**src/logic/adcrc_cfg.svh**
```systemverilog
// timing counts, code values and scaling for the result coding block
`ifndef ADCRC_CFG_SVH
`define ADCRC_CFG_SVH

// master clock and word rate at the top of the master clock range
`define ADCRC_MCLK_HZ 4096000
`define ADCRC_WORD_RATE_HZ 4000

// master clock cycles between input samples
`define ADCRC_SAMPLE_DIV 256
// master clock periods allowed for the input to settle after a sample
`define ADCRC_SETTLE_CYC 6'h3E
// filter corner sits at the master clock divided by this ratio
`define ADCRC_FILT_RATIO 409600

// input level unit is vref/131072: one unipolar lsb is 2 units, one bipolar lsb is 4
`define ADCRC_UNI_SHIFT 1
`define ADCRC_BIP_SHIFT 2
`define ADCRC_UNI_HALF 21'sh00001
`define ADCRC_BIP_HALF 21'sh00002

`define ADCRC_MIDSCALE 21'sh08000
`define ADCRC_CODE_MAX 21'sh0FFFF
`define ADCRC_CODE_ZERO 16'h0000
`define ADCRC_CODE_FULL 16'hFFFF
`define ADCRC_CODE_MID 16'h8000
`define ADCRC_CODE_BELOW_MID 16'h7FFF

`endif

```
**src/logic/adcrc_pkg.sv**
```systemverilog
// types shared by the result coding block
`default_nettype none
package adcrc_pkg;

    // gray order along idle -> settle -> track -> settle
    typedef enum logic [1:0] {
        PH_IDLE = 2'b00,
        PH_SETTLE = 2'b01,
        PH_TRACK = 2'b11
    } adcrc_phase_t;

endpackage
`default_nettype wire

```
**src/logic/adcrc_fmt.sv**
```systemverilog
// maps an averaged input level to a 16-bit unipolar or offset binary code
`timescale 1ns/1ps
`default_nettype none
`include "adcrc_cfg.svh"

module adcrc_fmt (
    input wire logic signed [18:0] level_i, // averaged level, vref/131072 per unit
    input wire logic bipolar_i,             // 1 selects the bipolar span
    output logic [15:0] code_o              // saturated result code
);
    logic signed [20:0] ext;
    logic signed [20:0] uni;
    logic signed [20:0] bip;
    logic signed [20:0] pick;

    always_comb begin
        ext = {{2{level_i[18]}}, level_i};
        // adding half an lsb before the shift puts code edges at half-lsb points
        uni = (ext + `ADCRC_UNI_HALF) >>> `ADCRC_UNI_SHIFT; // RL6 RL8
        bip = ((ext + `ADCRC_BIP_HALF) >>> `ADCRC_BIP_SHIFT) + `ADCRC_MIDSCALE; // RL5 RL6 RL8
        pick = bipolar_i ? bip : uni; // RL4 RL5
        if (pick < 21'sh00000) begin
            code_o = `ADCRC_CODE_ZERO; // RL7
        end else if (pick > `ADCRC_CODE_MAX) begin
            code_o = `ADCRC_CODE_FULL; // RL7
        end else begin
            code_o = pick[15:0];
        end
    end

endmodule
`default_nettype wire

```
**src/logic/adcrc_core.sv**
```systemverilog
// sampling timing, word averaging and atomic result refresh of the converter
//
// Notes on behaviour
// RL1 - sampling runs by itself; there is no start request input.
// RL2 - a 16-bit result is refreshed at 4 kHz; readable any time.
// RL3 - every rate is counted from the master clock, external or crystal.
// RL4 - polarity select low gives a 0 to +vref unipolar span; host holds it static.
// RL5 - polarity select high gives a bipolar -vref to +vref span.
// RL6 - unipolar codes straight binary; bipolar offset binary, zero at 8000.
// RL7 - one code per lsb; codes clamp at all zeros and all ones.
// RL8 - code edges at half-lsb points; just below bipolar zero gives 7FFF.
// RL9 - one sample every 256 master clocks, then 62 periods of settling.
// RL10 - filter corner is the master clock over 409600; the code only averages the 4 samples of each word.
// RL11 - the result word changes in one cycle, never piecewise.
`timescale 1ns/1ps
`default_nettype none
`include "adcrc_cfg.svh"

module adcrc_core (
    input wire logic clk_i,                 // system clock, 250 MHz
    input wire logic arst_n_i,              // asynchronous reset, active low
    input wire logic master_clock_in_i,     // master clock pin or crystal node
    input wire logic polarity_select_i,     // pin: 1 bipolar, 0 unipolar
    input wire logic signed [18:0] ain_i,   // input level from the modulator path
    output logic crystal_drive_out_o,       // inverted master clock to the crystal
    output logic sample_o,                  // one-cycle pulse per input sample
    output logic settle_o,                  // high while the input settles
    output logic [15:0] result_o,           // latest result word
    output logic result_update_o,           // one-cycle pulse when result_o changes
    output logic result_seq_o               // toggles on every refresh
);
    localparam int WORD_SAMPLES = `ADCRC_MCLK_HZ / (`ADCRC_SAMPLE_DIV * `ADCRC_WORD_RATE_HZ);
    localparam logic [1:0] LAST_SAMPLE = 2'(WORD_SAMPLES - 1);

    // reset release through two flip-flops
    logic rst_q1;
    logic rst_n;
    always_ff @(posedge clk_i or negedge arst_n_i) begin
        if (!arst_n_i) begin
            rst_q1 <= 1'b0;
            rst_n <= 1'b0;
        end else begin
            rst_q1 <= 1'b1;
            rst_n <= rst_q1;
        end
    end

    // pin synchronisers; the third master stage only feeds the edge detector
    logic mclk_s1;
    logic mclk_s2;
    logic mclk_s3;
    logic pol_s1;
    logic pol_s2;
    // a pin already high at reset release is not an edge; a fall must be seen before the first rise counts
    logic mclk_armed;
    always_ff @(posedge clk_i or negedge rst_n) begin
        if (!rst_n) begin
            mclk_s1 <= 1'b0;
            mclk_s2 <= 1'b0;
            mclk_s3 <= 1'b0;
            pol_s1 <= 1'b0;
            pol_s2 <= 1'b0;
            mclk_armed <= 1'b0;
        end else begin
            mclk_s1 <= master_clock_in_i;
            mclk_s2 <= mclk_s1;
            mclk_s3 <= mclk_s2;
            pol_s1 <= polarity_select_i;
            pol_s2 <= pol_s1;
            mclk_armed <= mclk_armed | (mclk_s3 & ~mclk_s2);
        end
    end

    logic tick;
    assign tick = mclk_s2 & ~mclk_s3 & mclk_armed; // RL3

    adcrc_pkg::adcrc_phase_t phase;
    adcrc_pkg::adcrc_phase_t next_phase;
    logic [7:0] div_cnt;
    logic [7:0] next_div_cnt;
    logic [5:0] set_cnt;
    logic [5:0] next_set_cnt;
    logic [1:0] smp_cnt;
    logic [1:0] next_smp_cnt;
    logic signed [20:0] acc;
    logic signed [20:0] next_acc;
    logic signed [20:0] sum_w;
    logic signed [18:0] avg_w;
    logic [15:0] code_w;
    logic next_crystal;
    logic next_sample;
    logic next_settle;
    logic [15:0] next_result;
    logic next_update;
    logic next_seq;
    logic take;

    assign sum_w = acc + {{2{ain_i[18]}}, ain_i};
    // boxcar over one word; dividing by a power of two keeps the ratio fixed
    assign avg_w = sum_w[20:2]; // RL10

    adcrc_fmt u_fmt (
        .level_i(avg_w),
        .bipolar_i(pol_s2),
        .code_o(code_w)
    );

    always_comb begin
        next_phase = phase;
        next_div_cnt = div_cnt;
        next_set_cnt = set_cnt;
        next_smp_cnt = smp_cnt;
        next_acc = acc;
        next_result = result_o;
        next_update = 1'b0;
        next_seq = result_seq_o;
        next_sample = 1'b0;
        next_crystal = ~mclk_s2; // RL3
        take = tick && (div_cnt == 8'h00); // RL1 RL9
        if (tick) begin
            next_div_cnt = div_cnt + 8'h01; // RL9
            if (set_cnt != 6'h00) begin
                next_set_cnt = set_cnt - 6'h01;
            end
        end
        if (take) begin
            next_sample = 1'b1;
            next_set_cnt = `ADCRC_SETTLE_CYC; // RL9
            if (smp_cnt == LAST_SAMPLE) begin
                // whole word is loaded in one edge so a read never mixes results
                next_result = code_w; // RL2 RL11
                next_update = 1'b1;
                next_seq = ~result_seq_o;
                next_acc = 21'sh00000;
                next_smp_cnt = 2'h0;
            end else begin
                next_acc = sum_w;
                next_smp_cnt = smp_cnt + 2'h1;
            end
        end
        next_settle = (next_set_cnt != 6'h00);
        case (phase)
            adcrc_pkg::PH_IDLE: begin
                if (take) begin
                    next_phase = adcrc_pkg::PH_SETTLE;
                end
            end
            adcrc_pkg::PH_SETTLE: begin
                if (!next_settle) begin
                    next_phase = adcrc_pkg::PH_TRACK;
                end
            end
            adcrc_pkg::PH_TRACK: begin
                if (take) begin
                    next_phase = adcrc_pkg::PH_SETTLE;
                end
            end
            default: begin
                next_phase = adcrc_pkg::PH_IDLE;
            end
        endcase
    end

    always_ff @(posedge clk_i or negedge rst_n) begin
        if (!rst_n) begin
            phase <= adcrc_pkg::PH_IDLE;
            div_cnt <= 8'h00;
            set_cnt <= 6'h00;
            smp_cnt <= 2'h0;
            acc <= 21'sh00000;
            crystal_drive_out_o <= 1'b1;
            sample_o <= 1'b0;
            settle_o <= 1'b0;
            result_o <= `ADCRC_CODE_ZERO;
            result_update_o <= 1'b0;
            result_seq_o <= 1'b0;
        end else begin
            phase <= next_phase;
            div_cnt <= next_div_cnt;
            set_cnt <= next_set_cnt;
            smp_cnt <= next_smp_cnt;
            acc <= next_acc;
            crystal_drive_out_o <= next_crystal;
            sample_o <= next_sample;
            settle_o <= next_settle;
            result_o <= next_result;
            result_update_o <= next_update;
            result_seq_o <= next_seq;
        end
    end
endmodule
`default_nettype wire

```
**config.mk**
```make
export PLATFORM = sky130hd
export DESIGN_NAME = adcrc_core
export DESIGN_NICKNAME = d
export VERILOG_FILES = /design/src/logic/adcrc_pkg.sv /design/src/logic/adcrc_fmt.sv /design/src/logic/adcrc_core.sv
export VERILOG_INCLUDE_DIRS = /design/src /design/src/logic
export SDC_FILE = /design/constraint.sdc
export NUM_CORES = 1
export LEC_CHECK = 0
export ABC_AREA = 1
export BUFFER_PORTS_ARGS = -buffer_cell sky130_fd_sc_hd__buf_2
export CORE_AREA = 5 5 105 107
export CTS_BUF_LIST = sky130_fd_sc_hd__clkbuf_8
export DETAILED_ROUTE_END_ITERATION = 7
export DIE_AREA = 0 0 110 112
export HOLD_SLACK_MARGIN = 0.08
export PLACE_DENSITY_LB_ADDON = 0.05
export SYNTH_ARGS = -nofsm -noshare
export SYNTH_HDL_FRONTEND = slang
export SYNTH_HIERARCHICAL = 1
export SYNTH_SLANG_ARGS = --single-unit
```
**constraint.sdc**
```tcl
create_clock -name clk_i -period 2.91 [get_ports clk_i]
set_input_delay 0.873 -clock clk_i [delete_from_list [all_inputs] [get_ports clk_i]]
set_output_delay 0.873 -clock clk_i [all_outputs]
set_load 0.02 [all_outputs]
```
======== Word-level counts from Yosys, hierarchy flattened ========
Index checks and enable logic that the tools add are counted.
storage, ports and cells
  input port bits ......................... 23
  logic and storage cells ................. 51
  bits in registers ....................... 66
operators by class
  eq/ne operators ......................... 1
  multiplexer cells ....................... 11
  reductions and logical operators ........ 5
  bitwise operators ....................... 7
  order comparisons ....................... 2
  $add $sub $neg .......................... 7
operators with widths
  kind                                                          number
  2-to-1 mux 21 bit                                             2
  2-to-1 mux 16 bit                                             2
  adder 21 bit                                                  1
  > comparator 21 x 17 -> 1 bit (second input constant)         1
  less-than comparator 21 x 1 -> 1 bit (second input constant)  1
  adder 19 x 2 -> 20 bit (second input constant)                1
  adder 19 x 3 -> 20 bit (second input constant)                1
  adder 18 x 17 -> 19 bit (second input constant)               1
  2-to-1 mux 6 bit                                              3
  nonzero test 6 bit                                            2
  adder 8 x 1 -> 8 bit (second input constant)                  1
  zero test 8 bit                                               1
  subtractor 6 x 1 -> 6 bit (second input constant)             1
  AND 1 bit                                                     3
  2-to-1 mux 1 bit                                              3
  inverter 1 bit                                                3
  adder 2 x 1 -> 2 bit (second input constant)                  1
  == test 2 bit (second input constant)                         1
  2-to-1 mux 2 bit                                              1
  AND reduction 2 bit                                           1
  logical AND 1 bit                                             1
  OR 1 bit                                                      1

======== Depth between registers and ports, before layout ========
Gate-level depths: netlist of the first run.
  depth in word-level cells ............... 7
  depth in mapped cells ................... 27
  gate-level depth less buffers ........... 26

======== Modules after synthesis ========
The synthesis of the first run kept the hierarchy.
modules (own cells, without submodules)
  module      cells each  instances  sequential area each (sq um)  area an instance (sq um)
  adcrc_core  534         1          1652.8                        4057.6
  adcrc_fmt   243         1          0.0                           1322.5

======== Least setup slack after synthesis of the first run ========
No wires, ideal clock.
  path type ............................... in2reg
  start point ............................. input ain_i[0]
  end point ............................... register result_o[7]
  required time ........................... 2793 ps
  slack ................................... -1397 ps
  arrival time ............................ 4190 ps
  stages .................................. 25
  path buffers ............................ 1
  path through ............................ ha_1 -> fa_1 -> nand3_1 -> nand3_1 -> nand2_1 -> nand3_1 -> nand2_1 -> nand2_1 -> nand2_1 -> and2_1 -> nand2_2 -> nor2_2 -> nand2_1 -> nor2_4 -> xor2_1 -> inv_1 -> ha_1 -> or2_2 -> nand2_1 -> nand3_4 -> buf_12 -> nor2_4 -> nor2_2 -> nand2_1 -> nand2_1
between the ends
  cells in the longest elaborated chain, start to end .. 7
  elaborated cells on any way between the ends .. 9
ends and longest elaborated chain
  item                                            line               source
  from (decl)                                     adcrc_core.sv:24   input wire logic signed [18:0] ain_i,
  adder 21 bit (*)                                adcrc_core.sv:98   assign sum_w = acc + {{2{ain_i[18]}}, ain_i};
  via sum_w[12]                                   adcrc_core.sv:87   logic signed [20:0] sum_w;
  adder 19 x 3 -> 20 bit (no source line)         n/a
  adder 18 x 17 -> 19 bit (no source line)        n/a
  2-to-1 mux 21 bit (*)                           adcrc_fmt.sv:21    pick = bipolar_i ? bip : uni;
  > comparator 21 x 17 -> 1 bit (no source line)  n/a
  2-to-1 mux 16 bit                               adcrc_fmt.sv:24    end else if (pick > `ADCRC_CODE_MAX) begin
  2-to-1 mux 16 bit (*)                           adcrc_fmt.sv:22    if (pick < 21'sh00000) begin
  via code_w[7]                                   adcrc_core.sv:89   logic [15:0] code_w;
  to (signal assigned)                            adcrc_core.sv:174  result_o <= `ADCRC_CODE_ZERO;
  to (signal assigned)                            adcrc_core.sv:186  result_o <= next_result;
  to (decl)                                       adcrc_core.sv:28   output logic [15:0] result_o,
Mark *: on every way through the listed nets, which the timed path passes. The rest lies on a longest branch.
A chain may end at the register's enable or synchronous reset.

======== Worst setup path in the final report of the first run ========
  start point ............................. input ain_i[0]
  end point ............................... register result_o[9]
Same word-level chain as after synthesis.

==> flow_summary.toml, run 1 <==
[worst_setup_path]
cp.required_ns = 3.16
cp_slowest_cell = "fa_2"
worst_path_most_repeated_cell = "nand2_1"
crit_fanout = 8
cp_num_buf_inv = 3
critical-path-top-delay-family = "simple AND/OR/NAND/NOR gates"
crit_path_start_kind = "primary input"
rr_worst_depth = 25
critical_path.max_stage_delay_ns = 0.41
worst-setup-path-type = "in2reg"
endpoint_kind = "register"
cp.depth = 26
cp.arrival_ns = 4.02

[place]
placed_cell_area_mm2 = 0.00676
gp_congestion = 0.931
hpwlAfterDp_mm = 11.5
port-buffer-count = 43
pre_cts_ws_ns = -1.36
dpl.cell_count = 1078

[final_layout]
layout_common_cells = "nand2_1 (234), buf_4 (148), inv_1 (98)"
area.growth.synth_to_final_pct = 39.3
layout_commonest_cell = "nand2_1"
drive_above_1_share_pct = 35.9
final_cell_area_mm2 = 0.00750
final_nets = 1022
final_cells = 1111
fillers = 790
n_antenna_cell = 0

[synthesis]
syn_area_mm2 = 0.00538
ys_warn_count = 6
yosysUniqueCellTypes = 44
synth_top_area_cell = "dfrtp_1"
synthCells = 777
synth_seq_cells = 66
syn_area_per_cell_um2 = 6.92
synth_top_area_share_pct = 30.2
synth.area.top_cells = "dfrtp_1 (30%), nand2_1 (18%), inv_1 (7.0%), ha_1 (6.5%), nor2_1 (4.7%)"
ys_seq_area_share_pct = 30.7
synth_nets = 829

[route]
drtIter0Drc = 310
via_per_inst = 5.05
dr.pass1.iters = 5
post-route-drc-count = 0
wl_per_cell_um = 13.8
totalWireLength_mm = 15.3
detail-route-antenna-nets = 0
num_vias = 5612

[timing]
setup_viol = 16
fmax_ghz = 0.265
skew_ns = 0.0146
grt_setup_unrepaired = "true"
finalHoldViolations = 0
postLayoutSetupSlackWorst_ns = -0.864
post-route-period-util_pct = 130
min_period_ns = 3.77
slew_viol_final = 0

[pwr]
power_density_mw_per_mm2 = 1240
peakVddDrop_v = 0.000589
p_total_mw = 9.26
leakagePower_nw = 3.99

[die]
pin_count = 44
start_util_pct = 53.6
coreArea_mm2 = 0.0100
die_h_um = 112
die_x_um = 110
rows = 37
dieArea_mm2 = 0.0123

[global_routing]
grt_pass1_wl_mm = 25.2
grt_overflow_total = 0
grt_usage_pct = 25.7
grt_start_max_net_pins = 35
antenna_found_initial = 0
grt_pass1_vias = 5521

[outcome]
outcome = "finished, violations left"
failed_checks = "negative setup slack"

[clock_tree]
h-tree-depth = 3
cts_tree = "built"
cts_buffer_depth = 2
cts_made_buffers = 9
clk_latency_ns = 0.36
root_buffer = "clkbuf_8"
path_clk_slew_ns = 0.09
clkSinkCount = 66

[job]
cap_violations = 0

[worst_hold_path]
hold_class = "reg2async"
## synthesized netlist by cell type, drive strengths merged
library cell and n:
nor3 7, ha 28, nand2 264, and2 10
nor4 1, buf 8, nand3b 6, o211ai 3
a31oi 1, nand3 55, conb 1, xor2 21
a21oi 23, inv 105, dfstp 1, dfrtp 65
fa 1, xnor2 8, nand4 13, o31ai 1
clkinv 1, and3 2, clkbuf 4, a31o 1
a22o 3, or2 4, o21bai 5, o21ai 39
nor2 96
## per-stage QoR
stage / hold WS (ns) / setup TNS (ns) / utilization [%]
4_1_cts: 0.221 / -11.86 / 72.9
3_5_place_dp: 0.213 / -21.30 / 67.3
3_3_place_gp: 0.216 / -20.26 / 67.3
5_1_grt: 0.240 / -15.84 / 74.6
2_1_floorplan: 0.331 / -14.85 / -
6_report: 0.199 / -13.49 / 74.6
## cell type report
cell class / count / area, um^2 / share of cell area (%)
inverter: 106 / 399 / 5.32
tap: 136 / 170 / 2.27
sequential: 66 / 1650 / 22.1
clock buffer: 9 / 124 / 1.65
multi-input combinational: 593 / 3700 / 49.4
clock inverter: 7 / 53.8 / 0.718
timing repair buffer: 194 / 1390 / 18.6
## flip-flops by register name, summed over array words and instances (netlist names)
name                 count
rst_q1                   1
rst_n                    1
mclk_s2                  1
pol_s2                   1
set_cnt                  6
pol_s1                   1
div_cnt                  8
mclk_s1                  1
result_update_o          1
acc                     21
result_o                16
result_seq_o             1
smp_cnt                  2
mclk_s3                  1
sample_o                 1
mclk_armed               1
crystal_drive_out_o      1
settle_o                 1
## worst paths after layout
| path | startpoint | to | slack, ns |
|---|---|---|---|
| hold / removal | rst_n | settle_o | 0.20 |
| min in group clk_i | rst_q1 | rst_n | 0.36 |
| max in group asynchronous | rst_n | crystal_drive_out_o | 1.90 |
| setup / recovery | ain_i[0] | result_o[9] | -0.86 |
| setup reg to reg | acc[0] | result_o[9] | -0.69 |
| hold reg to reg | rst_n | settle_o | 0.20 |
## repair_timing
item	4_1_cts	5_1_grt
resized for setup	56	29
gates cloned	1	0
pin swaps	24	33
hold buffers	0	0
setup endpoints to repair	16	16
endpoints found under the hold margin	0	0
buffers inserted	12	4
## metal layers
layer / part of all wire, % / vias up / routed length (um) / global-route usage (%)
met1: 42 / 2621 / 6450 / 31.4
met2: 51 / 129 / 7840 / 45.7
met4: 2.5 / 0 / 386 / 8.98
li1: - / 2835 / - / -
met5: 0 / - / 0 / 0
met3: 4.1 / 27 / 628 / 3.13
## cells by family after synthesis
group	Yosys count	synth area share (%)
adder cells (fa/ha/maj)	29	6.88
other	1	0.0697
AND/OR/NAND/NOR	458	40.5
XOR/XNOR	29	4.72
flip-flops	66	30.7
AO/OA/AOI/OAI	76	7.86
buffers and inverters	118	9.23
## power breakdown
group          switching [mW]  leakage, nW  internal [mW]  total [mW]
clock                   0.421       0.0822          0.315       0.736
combinational            3.72         3.08           3.36        7.08
sequential              0.235        0.826           1.21        1.44
total                    4.38         3.99           4.88        9.26
(Power assumes the default switching activity.)
==> run 2: changes to the inputs <==
--- a/config.mk
+++ b/config.mk
@@ -8,12 +8,11 @@
 export LEC_CHECK = 0
 export ABC_AREA = 1
 export BUFFER_PORTS_ARGS = -buffer_cell sky130_fd_sc_hd__buf_2
-export CORE_AREA = 5 5 105 107
+export CORE_AREA = 5 5 121 123
 export CTS_BUF_LIST = sky130_fd_sc_hd__clkbuf_8
 export DETAILED_ROUTE_END_ITERATION = 7
-export DIE_AREA = 0 0 110 112
+export DIE_AREA = 0 0 126 128
 export HOLD_SLACK_MARGIN = 0.08
-export PLACE_DENSITY_LB_ADDON = 0.05
 export SYNTH_ARGS = -nofsm -noshare
 export SYNTH_HDL_FRONTEND = slang
 export SYNTH_HIERARCHICAL = 1
==> run 2 against run 1 <==
- the run still ends with negative setup slack left
- combinational power fell by 1%
- global-route usage shrank 6.4 points
- critical path depth unchanged
- flip-flop and latch count unchanged
- core utilization down 18 points
- design area increased by 3.3%
- wire length decreased by 3.0%
- first-iteration DRC count decreased by 14%
- via count shrank 3.8%
- non-clock buffer count grew 17
- sequential share of layout area decreased by 0.71 points
- final cell count rose by 5.5%
- largest power group unchanged
==> flow_summary.toml, run 2 (synthesis results as in run 1) <==
[final_layout]
n_antenna_cell = 0
layout_commonest_cell = "nand2_1"
layout_common_cells = "nand2_1 (232), buf_4 (164), inv_1 (100)"
fin_util_pct = 57.1
final_cells = 1172
largest_reg_flops = 21
final_nets = 1039
drive_above_1_share_pct = 37.7
largest_register = "acc"
area.growth.synth_to_final_pct = 43.9
top_regs = "acc x21, result_o x16, div_cnt x8"
fillers = 1265

[timing]
fmax_ghz = 0.272
grt_setup_unrepaired = "true"
postLayoutSetupSlackWorst_ns = -0.770
post-route-period-util_pct = 126
slew_viol_final = 0
skew_ns = 0.0137
whs_ns = 0.162
min_period_ns = 3.68
finalHoldViolations = 0
setup_viol = 17

[global_routing]
grt_pass1_wl_mm = 25.1
grt_overflow_total = 0
antenna_found_initial = 0
grt_pass1_vias = 5399
grt_start_max_net_pins = 34
grt_usage_pct = 19.3

[worst_hold_path]
hold_class = "reg2async"

[route]
detail-route-antenna-nets = 0
post-route-drc-count = 0
drtIter0Drc = 266
totalWireLength_mm = 14.8
via_per_inst = 4.61
dr.pass1.iters = 4
wl_per_cell_um = 12.7
num_vias = 5399

[worst_setup_path]
crit_path_start_kind = "primary input"
cp_slowest_cell = "fa_2"
cp.required_ns = 3.17
critical_path.max_stage_delay_ns = 0.38
endpoint_kind = "register"
cp.arrival_ns = 3.94
crit_fanout = 5
worst-setup-path-type = "in2reg"

[clock_tree]
path_clk_slew_ns = 0.07
h-tree-depth = 3
cts_made_buffers = 9
clk_latency_ns = 0.38
cts_buffer_depth = 2
hold_buffers = 0
root_buffer = "clkbuf_8"
clkSinkCount = 66
cts_tree = "built"

[pwr]
peakVddDrop_v = 0.000488
power_density_mw_per_mm2 = 1200
leakagePower_nw = 4.10

[die]
dieArea_mm2 = 0.0161
start_util_pct = 39.7
pin_count = 44
coreArea_mm2 = 0.0136
die_x_um = 126
die_h_um = 128
rows = 43

[outcome]
failed_checks = "negative setup slack"
outcome = "finished, violations left"

[place]
hpwlAfterDp_mm = 11.2
dpl.cell_count = 1125
pre_cts_ws_ns = -1.37
gp_congestion = 0.901
port-buffer-count = 43

[job]
cap_violations = 0
==> run 2: layer usage <==
layer	up-vias	routed length, um	GRT usage, %	part of all wire, %
met5	-	0	0	0
met4	0	288	8.33	1.9
met3	20	535	2.75	3.6
met2	78	7160	32.9	48
met1	2420	6860	24.6	46
li1	2881	-	-	-
==> run 2: layout make-up <==
class / instances / area, um^2 / share of cell area, %
Clock buffer: 12 / 165 / 2.13
Tap cell: 180 / 225 / 2.91
Clock inverter: 4 / 50.0 / 0.646
Inverter: 106 / 399 / 5.15
Multi-Input combinational cell: 593 / 3730 / 48.2
Timing Repair Buffer: 211 / 1520 / 19.6
Sequential cell: 66 / 1650 / 21.4
==> run 2: critical path, delay by kind of cell <==
| kind | cells | cell delay (ns) |
|---|---|---|
| adders and majority gates | 3 | 0.79 |
| buffers and inverters | 3 | 0.35 |
| and+or+nand+nor | 19 | 1.78 |
| xor gates and xnor gates | 1 | 0.15 |
==> run 2: repair_timing <==
item | in CTS | in global routing
cloned | 0 | 1
gates resized for setup | 49 | 41
pin swaps | 18 | 26
buffers inserted | 21 | 9
endpoints found under the setup margin | 16 | 17
==> run 2: report_power, final <==
group,total (mW),switching (mW),internal (mW)
registers,1.44,0.229,1.21
logic,7.01,3.63,3.39
clock network,0.848,0.384,0.464
==> run 2: worst paths after layout <==
kind                          start                  end  slack (ns)  cells past startpoint
max                        ain_i[0]         result_o[13]       -0.77                     26
min                           rst_n           set_cnt[4]        0.16                      0
max reg2reg                  acc[0]         result_o[13]       -0.60                     25
min reg2reg                   rst_n           set_cnt[4]        0.16                      0
max in group asynchronous     rst_n  crystal_drive_out_o        1.98                      1
min in group clk_i           rst_q1                rst_n        0.35                      0
==> run 2: through the flow <==
stage	setup TNS [ns]	area [um^2]	total power, mW
2_1_floorplan	-14.85	5460	5.06
3_3_place_gp	-21.19	6840	7.45
3_5_place_dp	-21.61	6840	7.49
4_1_cts	-11.04	7480	8.89
5_1_grt	-15.78	7740	10.2
6_report	-12.41	7740	9.30
